$ cat src/core/nbe_pkg.sv
package nbe_pkg;

    // ------------------------------------------------------------
    // Register map (word aligned, classic Wishbone, 32-bit data)
    // ------------------------------------------------------------
    localparam logic [7:0] ADDR_CONTROL = 8'h00;
    localparam logic [7:0] ADDR_FLAGS = 8'h04;
    localparam logic [7:0] ADDR_RESET_VEC = 8'h08;
    localparam logic [7:0] ADDR_NMI_VEC = 8'h0C;
    localparam logic [7:0] ADDR_STATUS = 8'h10;

    // ------------------------------------------------------------
    // Field positions
    // ------------------------------------------------------------
    localparam int CTL_RST_EN = 0;
    localparam int CTL_UNC_IE = 1;
    localparam int CTL_COR_IE = 2;
    localparam int FLG_COR = 0;
    localparam int FLG_UNC = 1;
    localparam int ST_LPM_WAKE = 0;
    localparam int ST_RESET_REQ = 1;

    // ------------------------------------------------------------
    // Reset values and vector codes
    // ------------------------------------------------------------
    localparam logic [2:0] CONTROL_RESET = 3'h0;
    localparam logic [7:0] VEC_NONE = 8'h00;
    localparam logic [7:0] RST_CODE_UNC = 8'h1C;
    localparam logic [7:0] NMI_CODE_UNC = 8'h02;
    localparam logic [7:0] NMI_CODE_COR = 8'h04;

    // ------------------------------------------------------------
    // Clock thresholds for the false-detection defect, in MHz
    // ------------------------------------------------------------
    localparam logic [7:0] FALSE_DET_LIMIT_MHZ = 8'h0C;
    localparam logic [7:0] TUNABLE_OSC_BAD_MHZ = 8'h10;
    localparam logic [1:0] SRC_TUNABLE = 2'h0;
    localparam logic [1:0] SRC_EXT_INPUT = 2'h1;
    localparam logic [1:0] SRC_CRYSTAL = 2'h2;

    // Cycles for which a power_up_clear_reset request pulse stands.
    localparam int RESET_PULSE_NS = 20;
    localparam int CLK_PERIOD_NS = 5;
    localparam logic [3:0] RESET_PULSE_CYC = 4'((RESET_PULSE_NS + CLK_PERIOD_NS - 1) / CLK_PERIOD_NS);

endpackage

$ cat src/core/nbe_evt_if.sv
`timescale 1ns/100ps
// Qualified error events passed from the detection front end to the reporter.
interface nbe_evt_if;
    logic cor_evt;
    logic unc_evt;
    logic false_unc_evt;
    modport src (output cor_evt, output unc_evt, output false_unc_evt);
    modport dst (input cor_evt, input unc_evt, input false_unc_evt);
endinterface

$ cat src/core/nbe_detect.sv
`timescale 1ns/100ps
module nbe_detect (
    input wire logic clk_i,
    input wire logic rst_i,
    input wire logic cor_err_i,
    input wire logic unc_err_i,
    input wire logic fetch_i,
    input wire logic [1:0] clk_src_i,
    input wire logic [7:0] clk_mhz_i,
    input wire logic lpm_wake_i,
    nbe_evt_if.src evt
);

    // ------------------------------------------------------------
    // Clock condition under which spurious detections appear
    // ------------------------------------------------------------
    logic fast_clock;
    always_comb
    begin
        if (clk_src_i == nbe_pkg::SRC_TUNABLE)
        begin
            fast_clock = (clk_mhz_i == nbe_pkg::TUNABLE_OSC_BAD_MHZ);
        end
        else if (clk_src_i == nbe_pkg::SRC_EXT_INPUT || clk_src_i == nbe_pkg::SRC_CRYSTAL)
        begin
            fast_clock = (clk_mhz_i > nbe_pkg::FALSE_DET_LIMIT_MHZ);
        end
        else
        begin
            fast_clock = 1'b0;
        end
    end

    // A pseudo-random toggle models the intermittent nature of the defect.
    logic [7:0] lfsr;
    always_ff @(posedge clk_i)
    begin
        if (rst_i)
        begin
            lfsr <= 8'h01;
        end
        else
        begin
            lfsr <= {lfsr[6:0], lfsr[7] ^ lfsr[5] ^ lfsr[4] ^ lfsr[3]};
        end
    end

    // ------------------------------------------------------------
    // Event qualification, one cycle
    // ------------------------------------------------------------
    // After wake-up the first access may also report an error; modelled by
    // passing the wake strobe on as a spurious error of the lfsr's choosing.
    always_ff @(posedge clk_i)
    begin
        if (rst_i)
        begin
            evt.cor_evt <= 1'b0;
            evt.unc_evt <= 1'b0;
            evt.false_unc_evt <= 1'b0;
        end
        else
        begin
            evt.cor_evt <= cor_err_i | (lpm_wake_i & lfsr[0]);
            evt.unc_evt <= unc_err_i | (lpm_wake_i & ~lfsr[0]);
            evt.false_unc_evt <= fetch_i & fast_clock & lfsr[7] & lfsr[2] & lfsr[1];
        end
    end

endmodule

$ cat src/core/nbe_top.sv
// Decided for this implementation: the placing of the registers and the Wishbone register port.
`timescale 1ns/100ps
// What this block does
// - An uncorrectable error found by detection sets the uncorrectable flag.
// - With reset enable set, uncorrectable error requests reset and records reset code.
// - Uncorrectable interrupt enable set would raise NMI with code (see defect).
// - Correctable interrupt enable set: correctable error raises NMI and records code.
// - Defect: uncorrectable flag with reset off raises no NMI; NMI vector stays 0.
// - Defect: fast main clock while fetching may give a false uncorrectable reset.
// - Defect: that false reset leaves reset vector 0 and the flag clear.
// - Defect: after low-power wake-up, spurious errors may be reported.
module nbe_top (
    input wire logic clk_i,
    input wire logic rst_i,
    input wire logic [7:0] wb_adr_i,
    input wire logic [31:0] wb_dat_i,
    output logic [31:0] wb_dat_o,
    input wire logic wb_we_i,
    input wire logic [3:0] wb_sel_i,
    input wire logic wb_cyc_i,
    input wire logic wb_stb_i,
    output logic wb_ack_o,
    input wire logic cor_err_i,
    input wire logic unc_err_i,
    input wire logic fetch_i,
    input wire logic [1:0] clk_src_i,
    input wire logic [7:0] clk_mhz_i,
    input wire logic lpm_wake_i,
    input wire logic por_i,
    output logic nmi_o,
    output logic puc_o
);

    // ------------------------------------------------------------
    // Synchronisers for pins from outside the clock domain
    // ------------------------------------------------------------
    logic [1:0] cor_sync;
    logic [1:0] unc_sync;
    logic [1:0] wake_sync;
    always_ff @(posedge clk_i)
    begin
        if (rst_i)
        begin
            cor_sync <= 2'h0;
            unc_sync <= 2'h0;
            wake_sync <= 2'h0;
        end
        else
        begin
            cor_sync <= {cor_sync[0], cor_err_i};
            unc_sync <= {unc_sync[0], unc_err_i};
            wake_sync <= {wake_sync[0], lpm_wake_i};
        end
    end

    // Wake and both error pins are levels; only a rising edge counts as an event.
    // An error level that stands for several cycles is one detection, not many.
    logic wake_q;
    logic cor_q;
    logic unc_q;
    always_ff @(posedge clk_i)
    begin
        if (rst_i)
        begin
            wake_q <= 1'b0;
            cor_q <= 1'b0;
            unc_q <= 1'b0;
        end
        else
        begin
            wake_q <= wake_sync[1];
            cor_q <= cor_sync[1];
            unc_q <= unc_sync[1];
        end
    end

    nbe_evt_if evt ();

    nbe_detect u_detect (
        .clk_i(clk_i),
        .rst_i(rst_i),
        .cor_err_i(cor_sync[1] & ~cor_q),
        .unc_err_i(unc_sync[1] & ~unc_q),
        .fetch_i(fetch_i),
        .clk_src_i(clk_src_i),
        .clk_mhz_i(clk_mhz_i),
        .lpm_wake_i(wake_sync[1] & ~wake_q),
        .evt(evt.src)
    );

    // ------------------------------------------------------------
    // Wishbone decode
    // ------------------------------------------------------------
    logic access;
    logic wr;
    assign access = wb_cyc_i & wb_stb_i & ~wb_ack_o;
    assign wr = access & wb_we_i & wb_sel_i[0];

    function automatic logic hit(input logic [7:0] adr, input logic [7:0] target);
        hit = (adr == target);
    endfunction

    // Single-cycle answer: ack rises one edge after the request and drops after.
    always_ff @(posedge clk_i)
    begin
        if (rst_i)
        begin
            wb_ack_o <= 1'b0;
        end
        else
        begin
            wb_ack_o <= access;
        end
    end

    // ------------------------------------------------------------
    // Control register
    // ------------------------------------------------------------
    logic [2:0] control;
    always_ff @(posedge clk_i)
    begin
        if (rst_i)
        begin
            control <= nbe_pkg::CONTROL_RESET;
        end
        else if (wr && hit(wb_adr_i, nbe_pkg::ADDR_CONTROL))
        begin
            control <= wb_dat_i[2:0];
        end
    end

    logic rst_en;
    logic unc_ie;
    logic cor_ie;
    assign rst_en = control[nbe_pkg::CTL_RST_EN];
    assign unc_ie = control[nbe_pkg::CTL_UNC_IE];
    assign cor_ie = control[nbe_pkg::CTL_COR_IE];

    // ------------------------------------------------------------
    // Error flags
    // ------------------------------------------------------------
    // Flags survive a power_up_clear_reset on purpose: software must find the
    // uncorrectable flag after the reset it caused. Only por_i or software clears.
    logic flag_cor;
    logic flag_unc;
    logic clr_flags;
    assign clr_flags = wr && hit(wb_adr_i, nbe_pkg::ADDR_FLAGS);
    always_ff @(posedge clk_i)
    begin
        if (por_i)
        begin
            flag_cor <= 1'b0;
            flag_unc <= 1'b0;
        end
        else
        begin
            // Write one to clear; a new event in the same cycle wins.
            if (evt.cor_evt)
            begin
                flag_cor <= 1'b1;
            end
            else if (clr_flags && wb_dat_i[nbe_pkg::FLG_COR])
            begin
                flag_cor <= 1'b0;
            end
            if (evt.unc_evt)
            begin
                flag_unc <= 1'b1;
            end
            else if (clr_flags && wb_dat_i[nbe_pkg::FLG_UNC])
            begin
                flag_unc <= 1'b0;
            end
        end
    end

    // ------------------------------------------------------------
    // Reset request and reset vector
    // ------------------------------------------------------------
    // A false detection resets without a code or a flag, which is why software
    // may treat a zero reset vector as spurious.
    logic unc_reset;
    logic false_reset;
    assign unc_reset = evt.unc_evt & rst_en;
    assign false_reset = evt.false_unc_evt & rst_en & ~evt.unc_evt;

    logic [7:0] reset_vec;
    always_ff @(posedge clk_i)
    begin
        if (por_i)
        begin
            reset_vec <= nbe_pkg::VEC_NONE;
        end
        else if (unc_reset)
        begin
            reset_vec <= nbe_pkg::RST_CODE_UNC;
        end
        else if (false_reset)
        begin
            reset_vec <= nbe_pkg::VEC_NONE;
        end
        else if (access && !wb_we_i && hit(wb_adr_i, nbe_pkg::ADDR_RESET_VEC))
        begin
            reset_vec <= nbe_pkg::VEC_NONE; // Reading the vector consumes it.
        end
    end

    // A request while a pulse runs is absorbed by it, so every pulse has the
    // same length and is followed by at least one quiet cycle.
    logic [3:0] puc_cnt;
    logic puc_start;
    assign puc_start = (unc_reset || false_reset) && (puc_cnt == 4'h0);
    always_ff @(posedge clk_i)
    begin
        if (rst_i)
        begin
            puc_cnt <= 4'h0;
        end
        else if (puc_start)
        begin
            puc_cnt <= nbe_pkg::RESET_PULSE_CYC;
        end
        else if (puc_cnt != 4'h0)
        begin
            puc_cnt <= puc_cnt - 4'h1;
        end
    end

    always_ff @(posedge clk_i)
    begin
        if (rst_i)
        begin
            puc_o <= 1'b0;
        end
        else
        begin
            puc_o <= puc_start | (puc_cnt > 4'h1);
        end
    end

    // ------------------------------------------------------------
    // NMI and NMI vector
    // ------------------------------------------------------------
    // The uncorrectable interrupt path only fires alongside the reset; with
    // reset disabled it is silently lost, matching the known silicon.
    logic unc_nmi;
    logic cor_nmi;
    assign unc_nmi = evt.unc_evt & unc_ie & rst_en;
    assign cor_nmi = evt.cor_evt & cor_ie;

    logic [7:0] nmi_vec;
    always_ff @(posedge clk_i)
    begin
        if (rst_i)
        begin
            nmi_vec <= nbe_pkg::VEC_NONE;
        end
        else if (unc_nmi)
        begin
            nmi_vec <= nbe_pkg::NMI_CODE_UNC;
        end
        else if (cor_nmi)
        begin
            nmi_vec <= nbe_pkg::NMI_CODE_COR;
        end
        else if (access && !wb_we_i && hit(wb_adr_i, nbe_pkg::ADDR_NMI_VEC))
        begin
            nmi_vec <= nbe_pkg::VEC_NONE;
        end
    end

    // NMI stays high while a code is pending.
    always_ff @(posedge clk_i)
    begin
        if (rst_i)
        begin
            nmi_o <= 1'b0;
        end
        else
        begin
            nmi_o <= unc_nmi | cor_nmi | ((nmi_vec != nbe_pkg::VEC_NONE) &&
                     !(access && !wb_we_i && hit(wb_adr_i, nbe_pkg::ADDR_NMI_VEC)));
        end
    end

    // ------------------------------------------------------------
    // Read data
    // ------------------------------------------------------------
    logic [31:0] next_rdata;
    always_comb
    begin
        next_rdata = 32'h0000_0000;
        if (hit(wb_adr_i, nbe_pkg::ADDR_CONTROL))
        begin
            next_rdata[2:0] = control;
        end
        else if (hit(wb_adr_i, nbe_pkg::ADDR_FLAGS))
        begin
            next_rdata[nbe_pkg::FLG_COR] = flag_cor;
            next_rdata[nbe_pkg::FLG_UNC] = flag_unc;
        end
        else if (hit(wb_adr_i, nbe_pkg::ADDR_RESET_VEC))
        begin
            next_rdata[7:0] = reset_vec;
        end
        else if (hit(wb_adr_i, nbe_pkg::ADDR_NMI_VEC))
        begin
            next_rdata[7:0] = nmi_vec;
        end
        else if (hit(wb_adr_i, nbe_pkg::ADDR_STATUS))
        begin
            next_rdata[nbe_pkg::ST_LPM_WAKE] = wake_q;
            next_rdata[nbe_pkg::ST_RESET_REQ] = (puc_cnt != 4'h0);
        end
    end

    always_ff @(posedge clk_i)
    begin
        if (rst_i)
        begin
            wb_dat_o <= 32'h0000_0000;
        end
        else if (access && !wb_we_i)
        begin
            wb_dat_o <= next_rdata;
        end
    end

endmodule

$ cat config.mk
export PLATFORM = sky130hd
export DESIGN_NAME = nbe_top
export DESIGN_NICKNAME = d
export VERILOG_FILES = /design/src/core/nbe_pkg.sv /design/src/core/nbe_evt_if.sv /design/src/core/nbe_detect.sv /design/src/core/nbe_top.sv
export SDC_FILE = /design/constraint.sdc
export NUM_CORES = 1
export LEC_CHECK = 0
export BUFFER_PORTS_ARGS = -buffer_cell sky130_fd_sc_hd__clkbuf_2
export CAP_MARGIN = 20
export CORE_ASPECT_RATIO = 1.75
export CORE_MARGIN = 1
export CORE_UTILIZATION = 44
export DETAILED_ROUTE_END_ITERATION = 6
export GPL_ROUTABILITY_DRIVEN = 1
export PLACE_DENSITY_LB_ADDON = 0.05
export SLEW_MARGIN = 0
export SYNTH_ARGS = -nofsm -noshare
export SYNTH_HDL_FRONTEND = slang
export SYNTH_SLANG_ARGS = --single-unit
$ cat constraint.sdc
create_clock -name clk_i -period 1.9 [get_ports clk_i]
set_input_delay 0.095 -clock clk_i [delete_from_list [all_inputs] [get_ports clk_i]]
set_output_delay 0.095 -clock clk_i [all_outputs]
set_load 0.05 [all_outputs]
# Yosys cells after proc, flatten, opt, wreduce, memory -nomap -nowiden
# Index checks and enable logic that the tools add are counted.
# op_classes
add_sub_neg	1
n_lt_le_gt_ge	2
eq_ne	7
mux	22
bitwise_logic	33
reduce_logical	26
# op_table
op	count
$mux 5	5
$and 1x1->1	19
$mux 3	6
$eq 8x4->1 const B	2
$eq 8x5->1 const B	2
$logic_and 1x1->1	9
$eq 8x3->1 const B	1
$gt 8x4->1 const B	1
$logic_not 8->1	1
$mux 2	4
$reduce_bool 2->1	4
$reduce_bool 8->1	1
$mux 1	7
$not 1->1	6
$reduce_bool 3->1	2
$or 1x1->1	5
$gt 4x1->1 const B	1
$logic_not 4->1	1
$reduce_bool 4->1	1
$reduce_or 2->1	2
$sub 4x1->4 const B	1
$xor 1x1->1	3
$eq 2x1->1 const B	1
$eq 2x2->1 const B	1
3 further kinds	5
# totals
register_bits	45
input_bits	64
out_inout_bits	35
wordCells	113

# Longest topological paths before layout
# Gate-level depths: netlist of run 1.
# logic_depth
word_depth	8
ltp_mapped	6
mapped_depth_nobuf	6

# Cells and area by module
# Synthesis of run 1 repeated with hierarchy kept, for this count alone.
# hier_totals
cells_unflattened	202
hier_area_um2	1840.5
# by_module_without_submodules
module	n_inst	cells_each	area_each_um2	seq_area_each_um2
nbe_top	1	161	1433.9	560.5
nbe_detect	1	41	406.6	220.2

# Worst setup path after synthesis of run 1
# Ideal clock, no wire load.
# synth_path
path_type	register -> register
start	register wb_ack_o
end	register control[0]
setup_ps	70
t_arrival_ps	1336
required_time_ps	1830
path_slack_ps	494
path_stages_with_launch	5
path_buffers	0
synth_period_minus_slack_ps	1406
path_cell_list	dfxtp_1 > nand3b_1 > nor4b_4 > nand3_1 > a21oi_1
# synth_between
elab_chain_len	5
# synth_lines
element	line_no	rtl
from (decl)	nbe_top.sv:22	output logic wb_ack_o,
from (signal assigned)	nbe_top.sv:112	wb_ack_o <= access;
$not 1->1	nbe_top.sv:96	assign access = wb_cyc_i & wb_stb_i & ~wb_ack_o;
$and 1x1->1	nbe_top.sv:96	
$and 1x1->1 (2 in series)	nbe_top.sv:97	assign wr = access & wb_we_i & wb_sel_i[0];
$logic_and 1x1->1	nbe_top.sv:126	else if (wr && hit(wb_adr_i, nbe_pkg::ADDR_CONTROL))
to (signal assigned)	nbe_top.sv:124	control <= nbe_pkg::CONTROL_RESET;
to (signal assigned)	nbe_top.sv:128	control <= wb_dat_i[2:0];
to (decl)	nbe_top.sv:119	logic [2:0] control;
# Every way passes these cells.
# A chain may end at the register's enable or synchronous reset.

# Final worst setup path of run 1
# layout_path
start	register puc_cnt[0]
end	register wb_dat_o[1]
# layout_between
elab_chain_len	6
# layout_lines
element	line_no	rtl
from (decl)	nbe_top.sv:210	logic [3:0] puc_cnt;
from (signal assigned)	nbe_top.sv:221	puc_cnt <= nbe_pkg::RESET_PULSE_CYC;
from (signal assigned)	nbe_top.sv:225	puc_cnt <= puc_cnt - 4'h1;
$reduce_bool 4->1	nbe_top.sv:313	next_rdata[nbe_pkg::ST_RESET_REQ] = (puc_cnt != 4'h0);
$mux 2	nbe_top.sv:310	else if (hit(wb_adr_i, nbe_pkg::ADDR_STATUS))
$mux 2	nbe_top.sv:306	else if (hit(wb_adr_i, nbe_pkg::ADDR_NMI_VEC))
$mux 5	nbe_top.sv:302	else if (hit(wb_adr_i, nbe_pkg::ADDR_RESET_VEC))
$mux 2	nbe_top.sv:297	else if (hit(wb_adr_i, nbe_pkg::ADDR_FLAGS))
$mux 3	nbe_top.sv:293	if (hit(wb_adr_i, nbe_pkg::ADDR_CONTROL))
to (signal assigned)	nbe_top.sv:325	wb_dat_o <= next_rdata;
to (decl)	nbe_top.sv:17	output logic [31:0] wb_dat_o,
# Every way passes these cells.

==> results of run 1 <==
==> logic make-up (layout without fill, tap and decap cells) <==
kind of cell    count (synthesis)  in the layout
compound gates                 34             34
xor+xnor                        3              3
fa+ha+maj                       3              3
buf+inv                        42             56
flops                          39             39
mux                             3              3
other cells                     1             27
simple gates                   81             81
==> layer usage <==
metal	track usage	share of wire	vias to the layer above
li1	-	-	723
met1	0.175	0.39	619
met2	0.324	0.54	51
met3	0.0366	0.041	7
met4	0.0833	0.022	0
met5	0	0	-
==> cell type report <==
cell class	instances	area (um2)
fill	392	1910
multi-input combinational	151	878
sequential	39	781
timing repair buffer	40	203
clock buffer	5	68.8
tap	48	60.1
inverter	8	30.0
clock inverter	3	15.0
==> metrics by stage <==
step                power [mW]  hold WS (ns)  cells
finish                    1.99        0.0112    294
global route              2.12        0.0145    294
CTS                       2.01       0.00328    294
detailed placement        1.47         0.311    286
global placement          1.46         0.303    286
floorplan                 1.38         0.164    232
==> power breakdown <==
part           leakage [nW]  switching, mW  internal, mW
logic                 0.517          0.344         0.186
clock network        0.0477          0.289         0.251
registers             0.318         0.0414         0.879
total                 0.883          0.674          1.32
==> flip-flops by register name (all words and copies together), names as in the netlist, 2 cells and up <==
register and count:
u_detect.lfsr 8, puc_cnt 4, wb_dat_o 4, control 3, cor_sync 2, nmi_vec 2, unc_sync 2, wake_sync 2
==> critical path: stages (launching register included) <==
cell and delay, ns:
dfxtp_1 0.39, inv_1 0.07, ha_1 0.25, nor3b_1 0.15, buf_4 0.15, a211oi_1 0.26
o2111ai_1 0.13, a21oi_1 0.16
==> how the worst min path moves through the flow <==
| stage | slack, ns | cells past startpoint | startpoint | end |
|---|---|---|---|---|
| floorplan | 0.16 | 1 | por_i | reset_vec[3] |
| global route | 0.01 | 2 | unc_err_i | unc_sync[0] |
| CTS | 0.003 | 2 | unc_err_i | unc_sync[0] |
| finish | 0.01 | 2 | unc_err_i | unc_sync[0] |
| global placement | 0.30 | 2 | lpm_wake_i | wake_sync[0] |
| detailed placement | 0.31 | 2 | unc_err_i | unc_sync[0] |
==> Yosys cell counts (all sizes together), types with 2 or more instances <==
cell	number	area, um2
o21ai	8	40.0
inv	8	30.0
nor4	3	18.8
o2bb2ai	3	26.3
ha	3	37.5
dfxtp	39	781
nand4b	3	26.3
nand2b	4	25.0
nor3	2	10.0
a21oi	14	70.1
nand2	12	45.0
mux2i	2	20.0
nand4	4	25.0
nor2b	20	125
or2	2	12.5
nor2	15	58.8
a311oi	2	17.5
clkbuf	5	18.8
or3	2	12.5
buf	29	221
nand3	6	30.0
or4	2	18.8
xor2	2	17.5
==> parameters.txt, run 1 <==
Parameter                              Value

Global route
  Total global routing track utilization ... 0.173
  Via count of the first global-routing pass ... 1300
  Initial antenna violation count ... 0
  First-pass GRT wire length ... 5.63 mm
  Remaining global-route overflow ... 0
  Pin count of the biggest net entering global routing ... 34

STA
  Share of the clock period used by the worst path ... 0.856
  Highest attainable clock frequency ... 0.615 GHz
  RSZ-0062 raised after global routing ... false
  Setup WS post-layout ... 0.274 ns
  Transition at the pin with the smallest max-transition slack ... 0.628 ns
  Number of max-slew violations in the final report ... 0
  Final critical-path required period ... 1.63 ns
  Total negative slack ... 0 ns
  Layout Skew ... 0.00468 ns
  Normalized max-slew margin ... 0.581
  Endpoints failing hold ... 0
  Setup-violating endpoint count in the final report ... 0

Die
  CORE AREA ... 3940 um2
  Y dimension of the die ... 87.4 um
  Die area ... 4440 um2
  FP Rows ... 30
  Chip Width ... 50.8 um
  Starting density of the core ... 0.465
  Number of primary I/O pins ... 99

Power
  Power per unit of standard cell area ... 978 nW/um2
  Pleak ... 0.883 nW
  Max rail drop VDD ... 0.779 mV

Final layout
  Total Nets Final ... 312
  Final Core Density ... 0.517
  Number of antenna repair diodes ... 0
  Synthesis-to-layout area growth ... 11.1%
  Most frequent cells in the layout ... dfxtp_1 (39), clkbuf_2 (39), conb_1 (27), nor2b_1 (20)
  Ratio of cells with drive above 1 in the final layout ... 0.228
  Layout Cell Area excl Fill ... 2040 um2

Yosys
  Number of flip-flops and latches in the synthesized netlist ... 39
  Post-synth EDFFs ... 0
  Post-synthesis cell area ... 1830 um2
  Number of library cell types mapped by synthesis ... 42
  Share of synthesized area spent on multiplexers ... 0.0171
  Synth Area in XOR/XNOR ... 0.0143
  Mapped Avg Cell Area ... 8.89 um2
  Main flop type after synthesis ... dfxtp_1
  Ys async rst share ... 0
  Fraction of the mapped netlist area in adder cells ... 0.0205
  Mapped Cells ... 206
  Largest family of logic cells by synthesized area ... simple AND/OR/NAND/NOR gates
  Post-synthesis compound-gate area fraction ... 0.113
  Simple logic cell fraction of the synthesized area ... 0.259
  Synthesis Warnings ... 0
  Post-synthesis sequential area ratio ... 0.426

Placed design
  Placed standard-cell area ... 1950 um2
  Number of port buffers ... 39
  HPWL after detailed placement ... 2.51 mm
  Worst slack after detailed placement ... 0.301 ns
  Final estimated routing congestion in global placement ... 0.765

Critical path
  Critical register-to-register path startpoint ... puc_cnt[0]
  Critical Path Source ... puc_cnt[0]
  Crit-path max FO ... 6
  Depth of the worst register-to-register path ... 7
  WP data required ... 2.12 ns
  Worst Setup EP ... wb_dat_o[1]
  Internal reg-to-reg setup slack ... 0.27 ns
  Crit Path Category ... register to register
  Startpoint class of the critical path ... register
  Worst Setup End Kind ... register
  Reg-to-Reg End ... wb_dat_o[1]
  Critical path data arrival time ... 1.84 ns

Clock tree
  Cell at the root of the clock tree ... clkbuf_8
  CTS hold repair buffers ... 0
  Num CTS Buffers ... 5
  Maximum clock path buffer count ... 2
  Clock insertion delay at the later pin of the skew report ... 0.29 ns
  Clock transition at the register clock pins on the worst setup and hold paths after CTS ... 0.08 ns
  H-tree depth ... 2
  Number of sinks on the clock net ... 39
  Buffers inserted by post-CTS timing repair ... 0
  Post-cts repair resize count ... 0
  TritonCTS clock tree ... built

Route
  Final wirelength ... 3.27 mm
  Remaining routing DRC violations ... 0
  Antenna-violating nets left ... 0
  Mean routed wirelength per cell ... 11.1 um
  Vias ... 1400
  Post-detailed-route via-to-cell ratio ... 4.76
  DR pass1 iterations ... 4
  Detailed router's first-iteration violation count ... 14

Outcome
  Run status ... completed

Min path
  Type of the tightest min-delay check ... input pin to register

Run
  Max Cap Violations ... 0
(Power assumes the default switching activity.)
==> run 2: changes to the inputs <==
--- a/config.mk
+++ b/config.mk
@@ -7,9 +7,11 @@
 export LEC_CHECK = 0
 export BUFFER_PORTS_ARGS = -buffer_cell sky130_fd_sc_hd__clkbuf_2
 export CAP_MARGIN = 20
-export CORE_ASPECT_RATIO = 1.75
+export CELL_PAD_IN_SITES_DETAIL_PLACEMENT = 0
+export CELL_PAD_IN_SITES_GLOBAL_PLACEMENT = 1
+export CORE_ASPECT_RATIO = 1.25
 export CORE_MARGIN = 1
-export CORE_UTILIZATION = 44
+export CORE_UTILIZATION = 31
 export DETAILED_ROUTE_END_ITERATION = 6
 export GPL_ROUTABILITY_DRIVEN = 1
 export PLACE_DENSITY_LB_ADDON = 0.05
==> parameters.txt, run 2 (synthesized netlist as in run 1, its figures left out) <==
Parameter                              Value

Outcome
  Run status ... finished with violations
  Violated checks ... design-rule violations

Global route
  First-pass GRT wire length ... 6.02 mm
  Initial antenna violation count ... 0
  Total global routing track utilization ... 0.125
  Remaining global-route overflow ... 0
  Via count of the first global-routing pass ... 1326
  Pin count of the biggest net entering global routing ... 34

Die
  Y dimension of the die ... 87.9 um
  Number of primary I/O pins ... 99
  Die area ... 6220 um2
  CORE AREA ... 5560 um2
  Chip Width ... 70.8 um
  Starting density of the core ... 0.330
  FP Rows ... 30

Final layout
  Reg with most FFs ... u_detect.lfsr
  Fill cell total of the finished layout ... 614
  Largest register FFs ... 8
  Most frequent cells in the layout ... dfxtp_1 (39), clkbuf_2 (39), conb_1 (27), nor2b_1 (20)
  Ratio of cells with drive above 1 in the final layout ... 0.224
  Non-filler instance count after layout ... 310
  Synthesis-to-layout area growth ... 13.1%
  Registers with the most flip-flops ... u_detect.lfsr x8, puc_cnt x4, wb_dat_o x4
  Total Nets Final ... 312
  Number of antenna repair diodes ... 0

Critical path
  Crit Path Category ... register to register
  Startpoint class of the critical path ... register
  Critical path data arrival time ... 1.71 ns
  Cell at the slowest stage of the critical path ... dfxtp_1
  Worst path cell trace ... inv_1, ha_1, nor3b_1, a211oi_1, o2111ai_1, a21oi_1
  Worst Setup End Kind ... register
  Buffering stage count on the worst path with inverters included ... 1
  WP data required ... 2.04 ns
  Crit-path max FO ... 6
  Crit-path leading delay family ... compound AO/OA/AOI/OAI gates
  Highest cell delay on the worst timing path ... 0.35 ns

Placed design
  HPWL after detailed placement ... 2.79 mm
  Final estimated routing congestion in global placement ... 0.702
  Number of port buffers ... 39
  Total instance count after detailed placement ... 302

Clock tree
  TritonCTS clock tree ... built
  Clock transition at the register clock pins on the worst setup and hold paths after CTS ... 0.07 ns
  Cell at the root of the clock tree ... clkbuf_8
  Buffers inserted by post-CTS timing repair ... 0
  CTS hold repair buffers ... 0
  Post-cts repair resize count ... 0
  Num CTS Buffers ... 5
  Number of sinks on the clock net ... 39
  H-tree depth ... 2
  Maximum clock path buffer count ... 2
  Clock insertion delay at the later pin of the skew report ... 0.28 ns

Route
  Antenna-violating nets left ... 0
  DR pass1 iterations ... 6
  Detailed router's first-iteration violation count ... 93
  Mean routed wirelength per cell ... 11.7 um
  Final wirelength ... 3.62 mm
  Remaining routing DRC violations ... 6
  Post-detailed-route via-to-cell ratio ... 4.47
  Vias ... 1385

STA
  RSZ-0062 raised after global routing ... false
  Setup-violating endpoint count in the final report ... 0
  Normalized max-slew margin ... 0.557
  Total negative slack ... 0 ns
  Number of max-slew violations in the final report ... 0
  Share of the clock period used by the worst path ... 0.823
  Endpoints failing hold ... 0
  Transition at the pin with the smallest max-transition slack ... 0.664 ns
  Layout Skew ... 0.00609 ns
  Final critical-path required period ... 1.56 ns
  Highest attainable clock frequency ... 0.640 GHz

Power
  Max rail drop VDD ... 0.385 mV
  Pleak ... 0.887 nW
  Power per unit of standard cell area ... 990 nW/um2

Min path
  Type of the tightest min-delay check ... input pin to register

Run
  Max Cap Violations ... 0
## run 2: cell count changes in the layout (fill, tap and decap cells not counted), sizes merged
cell	delta
clkinv	-3
clkbuf	+3
## run 2: power breakdown
part           total [mW]  internal (mW)  switching, mW
clock               0.600          0.331          0.269
sequential          0.922          0.879         0.0424
combinational       0.529          0.185          0.345
## run 2: stage by stage
| step | hold WS (ns) | power, mW | setup WS, ns | util | area, um2 |
|---|---|---|---|---|---|
| final | 0.0197 | 2.05 | 0.336 | 0.373 | 2070 |
| after floorplan | 0.164 | 1.38 | 0.494 | - | 1930 |
| after detailed placement | 0.311 | 1.47 | 0.303 | 0.355 | 1970 |
| after CTS | 0.00194 | 2.09 | 0.279 | 0.373 | 2070 |
| after global routing | 0.00871 | 2.20 | 0.142 | 0.373 | 2070 |
| after global placement | 0.311 | 1.47 | 0.284 | 0.355 | 1970 |
## run 2: cell type report
type,count,area (um2),share of cell area
sequential,39,781,0.377
inverter,8,30.0,0.0145
multi-input combinational,151,878,0.424
timing repair buffer,40,203,0.0978
tap,64,80.1,0.0386
clock buffer,8,100,0.0483
## run 2: worst register-to-register path, delay by kind of cell, from the launching register on
family	cells	cell delay [ns]
fa+ha+maj	1	0.22
simple gates	1	0.33
compound gates	3	0.45
buf+inv	1	0.07
flops	1	0.35
## run 2: path summary, 6_finish.rpt
path | from | end | slack [ns] | depth (start not counted)
hold / removal | por_i | reset_vec[3] | 0.02 | 2
setup reg to reg | puc_cnt[0] | wb_dat_o[1] | 0.34 | 6
setup / recovery | puc_cnt[0] | wb_dat_o[1] | 0.34 | 6
hold reg to reg | u_detect.lfsr[0] | u_detect.evt.unc_evt | 0.42 | 1
## run 2: per-layer routing
metal | vias to the layer above | part of all wire | global-route usage
li1 | 726 | - | -
met1 | 622 | 0.43 | 0.140
met2 | 32 | 0.51 | 0.225
met3 | 5 | 0.053 | 0.0334
met4 | 0 | 0.013 | 0.0491
met5 | - | 0 | 0
